File: src/jtd_defines.vh
// constants for the emulation test access port with one dummy boundary cell
// assumes inclusion by jtd_tap_top.v only; no process lives here
`ifndef JTD_DEFINES_VH
`define JTD_DEFINES_VH

`define JTD_IR_WIDTH 8
`define JTD_IR_EXTEST 8'h00
`define JTD_IR_SAMPLE 8'h02
`define JTD_IR_PRIV1 8'h03
`define JTD_IR_HIGHZ 8'h06
`define JTD_IR_BYPASS 8'hff
`define JTD_IR_PRIV_BASE 8'h20
`define JTD_IR_PRIV_LAST 8'h29
`define JTD_IR_CAPTURE 8'h01
`define JTD_IR_RESET 8'hff
`define JTD_EMU_LINES 2
`define JTD_SYNC_RESET 1'b0

`endif

File: src/jtd_tap_top.v
// test access port with eight bit instruction register and one dummy cell
// assumes tck well below clk_sys/4; all port pins are sampled on clk_sys
`timescale 1ns/100ps
`include "jtd_defines.vh"
module jtd_tap_top (
	input wire clk_sys,
	input wire rst,
	input wire tck,
	input wire tms,
	input wire tdi,
	input wire trst_n,
	output reg tdo,
	output reg tdo_en,
	output reg [7:0] instr_active,
	input wire [1:0] emu_pull_req,
	input wire [1:0] emulation_control_line_in,
	output reg [1:0] emulation_control_line_out,
	output reg [1:0] emulation_control_line_oe,
	output reg [1:0] emulation_control_line_level
);
	localparam ST_RESET = 4'd0;
	localparam ST_IDLE = 4'd1;
	localparam ST_SEL_DR = 4'd2;
	localparam ST_CAP_DR = 4'd3;
	localparam ST_SHIFT_DR = 4'd4;
	localparam ST_EXIT1_DR = 4'd5;
	localparam ST_PAUSE_DR = 4'd6;
	localparam ST_EXIT2_DR = 4'd7;
	localparam ST_UPD_DR = 4'd8;
	localparam ST_SEL_IR = 4'd9;
	localparam ST_CAP_IR = 4'd10;
	localparam ST_SHIFT_IR = 4'd11;
	localparam ST_EXIT1_IR = 4'd12;
	localparam ST_PAUSE_IR = 4'd13;
	localparam ST_EXIT2_IR = 4'd14;
	localparam ST_UPD_IR = 4'd15;

	wire tck_s;
	wire tms_s;
	wire tdi_s;
	wire trst_n_s;
	wire [1:0] emu_in_s;
	reg tck_d_reg;
	reg [3:0] state_reg;
	reg [3:0] state_next;
	reg [7:0] ir_shift_reg;
	reg bypass_reg;
	reg bnd_shift_reg;
	reg bnd_upd_reg;
	reg sel_bnd;
	reg dr_bit;
	wire tck_rise;
	wire tck_fall;

	// pins cross into clk_sys before any logic looks at them
	jtd_sync u_sync_tck (.clk_sys(clk_sys), .rst(rst), .async_in(tck),
		.sync_out(tck_s));
	jtd_sync u_sync_tms (.clk_sys(clk_sys), .rst(rst), .async_in(tms),
		.sync_out(tms_s));
	jtd_sync u_sync_tdi (.clk_sys(clk_sys), .rst(rst), .async_in(tdi),
		.sync_out(tdi_s));
	jtd_sync u_sync_trst (.clk_sys(clk_sys), .rst(rst), .async_in(trst_n),
		.sync_out(trst_n_s));

	// tck edges found from the synchronised copy only
	always @(posedge clk_sys or posedge rst) begin
		if (rst) begin
			tck_d_reg <= 1'b0;
		end else begin
			tck_d_reg <= tck_s;
		end
	end
	assign tck_rise = tck_s & ~tck_d_reg;
	assign tck_fall = ~tck_s & tck_d_reg;

	// standard tap sequence driven by tms on each rising tck
	always @* begin
		state_next = state_reg;
		case (state_reg)
		ST_RESET: state_next = tms_s ? ST_RESET : ST_IDLE;
		ST_IDLE: state_next = tms_s ? ST_SEL_DR : ST_IDLE;
		ST_SEL_DR: state_next = tms_s ? ST_SEL_IR : ST_CAP_DR;
		ST_CAP_DR: state_next = tms_s ? ST_EXIT1_DR : ST_SHIFT_DR;
		ST_SHIFT_DR: state_next = tms_s ? ST_EXIT1_DR : ST_SHIFT_DR;
		ST_EXIT1_DR: state_next = tms_s ? ST_UPD_DR : ST_PAUSE_DR;
		ST_PAUSE_DR: state_next = tms_s ? ST_EXIT2_DR : ST_PAUSE_DR;
		ST_EXIT2_DR: state_next = tms_s ? ST_UPD_DR : ST_SHIFT_DR;
		ST_UPD_DR: state_next = tms_s ? ST_SEL_DR : ST_IDLE;
		ST_SEL_IR: state_next = tms_s ? ST_RESET : ST_CAP_IR;
		ST_CAP_IR: state_next = tms_s ? ST_EXIT1_IR : ST_SHIFT_IR;
		ST_SHIFT_IR: state_next = tms_s ? ST_EXIT1_IR : ST_SHIFT_IR;
		ST_EXIT1_IR: state_next = tms_s ? ST_UPD_IR : ST_PAUSE_IR;
		ST_PAUSE_IR: state_next = tms_s ? ST_EXIT2_IR : ST_PAUSE_IR;
		ST_EXIT2_IR: state_next = tms_s ? ST_UPD_IR : ST_SHIFT_IR;
		ST_UPD_IR: state_next = tms_s ? ST_SEL_DR : ST_IDLE;
		default: state_next = ST_RESET;
		endcase
	end

	// external test, sample and high impedance all pick the dummy cell;
	// bypass, private and unknown codes pick bypass, the safe path
	always @* begin
		sel_bnd = 1'b0;
		case (instr_active)
		`JTD_IR_EXTEST: sel_bnd = 1'b1;
		`JTD_IR_SAMPLE: sel_bnd = 1'b1;
		`JTD_IR_HIGHZ: sel_bnd = 1'b1;
		default: sel_bnd = 1'b0;
		endcase
		dr_bit = sel_bnd ? bnd_shift_reg : bypass_reg;
	end

	always @(posedge clk_sys or posedge rst) begin
		if (rst) begin
			state_reg <= ST_RESET;
		end else if (!trst_n_s) begin
			state_reg <= ST_RESET;
		end else if (tck_rise) begin
			state_reg <= state_next;
		end
	end

	// instruction path: capture fixed pattern, shift lsb first, update
	always @(posedge clk_sys or posedge rst) begin
		if (rst) begin
			ir_shift_reg <= `JTD_IR_RESET;
			instr_active <= `JTD_IR_RESET;
		end else if (!trst_n_s || state_reg == ST_RESET) begin
			ir_shift_reg <= `JTD_IR_RESET;
			instr_active <= `JTD_IR_RESET;
		end else if (tck_rise) begin
			case (state_reg)
			ST_CAP_IR: ir_shift_reg <= `JTD_IR_CAPTURE;
			ST_SHIFT_IR: ir_shift_reg <= {tdi_s, ir_shift_reg[7:1]};
			ST_UPD_IR: instr_active <= ir_shift_reg;
			default: ir_shift_reg <= ir_shift_reg;
			endcase
		end
	end

	// data path: one bypass bit and one dummy boundary cell
	always @(posedge clk_sys or posedge rst) begin
		if (rst) begin
			bypass_reg <= 1'b0;
			bnd_shift_reg <= 1'b0;
			bnd_upd_reg <= 1'b0;
		end else if (!trst_n_s) begin
			bypass_reg <= 1'b0;
			bnd_shift_reg <= 1'b0;
			bnd_upd_reg <= 1'b0;
		end else if (tck_rise) begin
			case (state_reg)
			ST_CAP_DR: begin
				bypass_reg <= 1'b0;
				// capture the update stage so a loop-back reads back
				if (sel_bnd) begin
					bnd_shift_reg <= bnd_upd_reg;
				end
			end
			ST_SHIFT_DR: begin
				if (sel_bnd) begin
					bnd_shift_reg <= tdi_s;
				end else begin
					bypass_reg <= tdi_s;
				end
			end
			ST_UPD_DR: begin
				// update touches only the dummy cell, never any pin
				if (sel_bnd) begin
					bnd_upd_reg <= bnd_shift_reg;
				end
			end
			default: bypass_reg <= bypass_reg;
			endcase
		end
	end

	// tdo changes on falling tck so the next device samples it on rising
	always @(posedge clk_sys or posedge rst) begin
		if (rst) begin
			tdo <= 1'b0;
			tdo_en <= 1'b0;
		end else if (!trst_n_s) begin
			tdo <= 1'b0;
			tdo_en <= 1'b0;
		end else if (tck_fall) begin
			if (state_reg == ST_SHIFT_IR) begin
				tdo <= ir_shift_reg[0];
				tdo_en <= 1'b1;
			end else if (state_reg == ST_SHIFT_DR) begin
				tdo <= dr_bit;
				tdo_en <= 1'b1;
			end else begin
				tdo_en <= 1'b0;
			end
		end
	end

	// emulation lines: drive low only; release lets the pull-up win
	genvar gi;
	generate
		for (gi = 0; gi < `JTD_EMU_LINES; gi = gi + 1) begin : g_emu
			jtd_sync u_sync_emu (.clk_sys(clk_sys), .rst(rst),
				.async_in(emulation_control_line_in[gi]),
				.sync_out(emu_in_s[gi]));
		end
	endgenerate

	// one process owns each vector so no bit has a second driver
	always @(posedge clk_sys or posedge rst) begin
		if (rst) begin
			emulation_control_line_out <= 2'h0;
			emulation_control_line_oe <= 2'h0;
			emulation_control_line_level <= 2'h3;
		end else begin
			emulation_control_line_out <= 2'h0;
			emulation_control_line_oe <= emu_pull_req;
			emulation_control_line_level <= emu_in_s;
		end
	end
endmodule

File: src/jtd_sync.v
// two-flop synchroniser for one level from outside the clk_sys domain
// assumes the level is stable for several clk_sys periods
`timescale 1ns/100ps
module jtd_sync (
	input wire clk_sys,
	input wire rst,
	input wire async_in,
	output reg sync_out
);
	reg meta_reg;

	// first stage feeds only the second stage
	always @(posedge clk_sys or posedge rst) begin
		if (rst) begin
			meta_reg <= 1'b0;
			sync_out <= 1'b0;
		end else begin
			meta_reg <= async_in;
			sync_out <= meta_reg;
		end
	end
endmodule

File: config.mk
export PLATFORM = sky130hd
export DESIGN_NAME = jtd_tap_top
export DESIGN_NICKNAME = d
export VERILOG_FILES = /design/src/jtd_tap_top.v /design/src/jtd_sync.v
export VERILOG_INCLUDE_DIRS = /design/src
export SDC_FILE = /design/constraint.sdc
export NUM_CORES = 1
export LEC_CHECK = 0
export ABC_AREA = 1
export CAP_MARGIN = 20
export CORE_MARGIN = 2
export CORE_UTILIZATION = 40
export CTS_BUF_LIST = sky130_fd_sc_hd__clkbuf_4
export DETAILED_ROUTE_END_ITERATION = 8
export DONT_BUFFER_PORTS = 1
export PLACE_DENSITY_LB_ADDON = 0.15
export SLEW_MARGIN = 10
export SYNTH_ARGS = -nofsm -noshare
export SYNTH_HDL_FRONTEND = slang
export SYNTH_HIERARCHICAL = 1
export SYNTH_SLANG_ARGS = --single-unit
File: constraint.sdc
create_clock -name clk_sys -period 2.4 [get_ports clk_sys]
set_input_delay 0.48 -clock clk_sys [delete_from_list [all_inputs] [get_ports clk_sys]]
set_output_delay 0.48 -clock clk_sys [all_outputs]
set_load 0.05 [all_outputs]
==> run metrics <==
critical path class=reg2reg; Total Neg Setup Slack=0 ns; DRT Pass-1 Iters=4; Layout area overhead=6.11%; starting DRC count in detailed routing=84; Cells after Synth=roughly 220; Non-Filler Instances=292; Root Buffer Master=clkbuf_4; most common cell after layout, fill and taps aside=nand2_1; Final Hold Viols=0; Tcrit/Tclk final=0.656; CORE AREA=4720 µm²; startpoint class of the critical path=register; Worst Skew=0.0130 ns; largest net degree at the start of global routing=17; count of final setup violators=0; Reg2Reg Launch Point=instr_active[1]$_DFFE_PP1P_; CTS tree=done; static leakage=1.02 nW; Initial Utilization=0.416; placed cell areas=2020 µm²; gr usage total=0.147; setup bufs post-CTS=0; routability congestion estimate from global placement=0.914; RSZ-0062 raised after global routing=false; reg2reg path depth=6; via count=1413; worst setup margin=0.826 ns; critical path endpoint category=register; Via-to-Cell Ratio=4.84; Crit path arrival time=1.83 ns; synthesized area per cell=about 9.0 µm²; Post-Layout Inst Area=2090 µm²; GR Overflow Total=0; vias in the first global route=1401; hold crit path type=in2async; I/O Pins=26; clock tree buffer depth=2; Mapped Area=1970 µm²; Die W=74.1 µm; max-cap viol count=0; ANT nets after route=0; status=finished, final reports clean; # rows=25; total wire length=3600 µm; share of post-route cells with drive strength above 1=0.213; CTS clk-pin slew, worst paths=approximately 0.13 ns; Layout Utilization=0.442; routed len/inst=between 10 and 15 µm; worst reg2reg path endpoint=bnd_upd_reg$_DFFE_PP0P_; Placed Cells=283; Layout Nets=234; dpl ws=roughly 0.83 ns; clock period minus final worst setup slack=1.57 ns; die height=between 70 and 80 µm; TritonCTS buffer count=5; Peak VDD IR=0.000381 V; Hold WS=0.0549 ns; Critical Path End=bnd_upd_reg$_DFFE_PP0P_; Remaining DRCs=0; first-pass GRT wire length=6170 µm; Worst Tran Pin Value=~0.56 ns; synthesized flop and latch total=42; initial antenna violation count=0; Tot Pwr=1.21 mW; YS warnings=6; largest area contributor in the synthesized netlist=dfrtp_1; most frequent cells in the layout=53 x nand2_1, 33 x inv_1, 24 x dfrtp_1; Clk Latency, worst-skew pair=roughly 0.34 ns; fill cell total of the finished layout=482; Critical Path Fanout Max=4; Distinct cells, synth=29; register area share after synthesis=0.546; origin of the worst setup path=instr_active[1]$_DFFE_PP1P_; DPL Wire Length=2800 µm; DIE AREA=5490 µm²; Slew headroom=0.624; H-tree depth=2; fmax=635 MHz; Power Density=580 nW/µm²; TritonCTS Sinks=42; # port buffers=0; worst path required time=2.65 ns; # diodes=0; Yosys top cell area share=0.306; R2R Setup Slk=0.83 ns; final slew viol count=0; Synth area leaders=dfrtp_1 31%, dfstp_2 24%, nand2_1 10%
==> logic make-up (layout without fill, tap and decap cells) <==
group	Yosys count	count (layout)	share of synthesized area
simple gates	90	90	0.202
buf+inv	40	46	0.0910
compound gates	45	45	0.159
other cells	1	2	0.00191
flops	42	42	0.546
==> worst max-delay path, stage by stage, from the launching register on <==
cell and delay (ns):
dfstp_2 0.71, inv_1 0.11, a21oi_1 0.15, nand2_1 0.15, nand2_1 0.12, nand2_1 0.07
o21ai_0 0.18
==> repair_timing <==
item / in CTS / in global routing
hold endpoints to repair: 12 / 0
hold buffers: 1 / 0
gates resized for setup: 0 / 0
==> cell type report <==
type,instances,area (µm²),area share
Sequential cell,42,1070,0.515
Multi-Input combinational cell,137,717,0.344
Inverter,36,140,0.0672
Tap cell,67,83.8,0.0402
Clock buffer,5,37.5,0.0180
Timing Repair Buffer,2,17.5,0.00840
Clock inverter,3,16.3,0.00780
==> power by group <==
part | leakage [nW] | internal [mW] | switching [mW] | total [mW]
combinational | 0.498 | 0.0210 | 0.0610 | 0.0820
clock | 0.0286 | 0.109 | 0.218 | 0.327
sequential | 0.489 | 0.746 | 0.0551 | 0.801
total | 1.02 | 0.876 | 0.334 | 1.21
==> cells in the mapped netlist <==
cell type	instances
nand2_1	53
inv_1	33
dfrtp_1	24
dfstp_2	18
o21ai_0	17
nand3_1	15
o21ai_2	9
nor2_1	8
a21oi_1	5
o221ai_1	5
nand2_2	4
nor2_2	4
buf_4	2
nand3b_1	2
nor3_1	2
o211ai_1	2
o21ai_1	2
o21ai_4	2
a21boi_0	1
buf_12	1
clkbuf_1	1
clkinv_1	1
conb_1	1
inv_2	1
inv_6	1
nand2_4	1
nand4_1	1
o21a_1	1
o21bai_1	1
==> how the worst min path moves through the flow <==
stage	end	slack [ns]	cells after the start
6_report	tdo_en$_DFFE_PP0P_	0.05	1
5_1_grt	tdo_en$_DFFE_PP0P_	0.08	1
4_1_cts	tdo_en$_DFFE_PP0P_	0.06	1
3_5_place_dp	u_sync_tdi/sync_out$_DFF_PP0_	0.23	1
3_3_place_gp	u_sync_tck/meta_reg$_DFF_PP0_	0.22	1
2_1_floorplan	g_emu[0].u_sync_emu/meta_reg$_DFF_PP0_	0.22	1
==> layer usage <==
metal,vias up,share of wire,GRT usage
met2,37,0.50,0.240
met3,2,0.064,0.0379
met4,0,0.0061,0.0505
met5,-,0,0
li1,713,-,-
met1,661,0.43,0.190
Note: power is estimated with default switching activity, not from simulation.
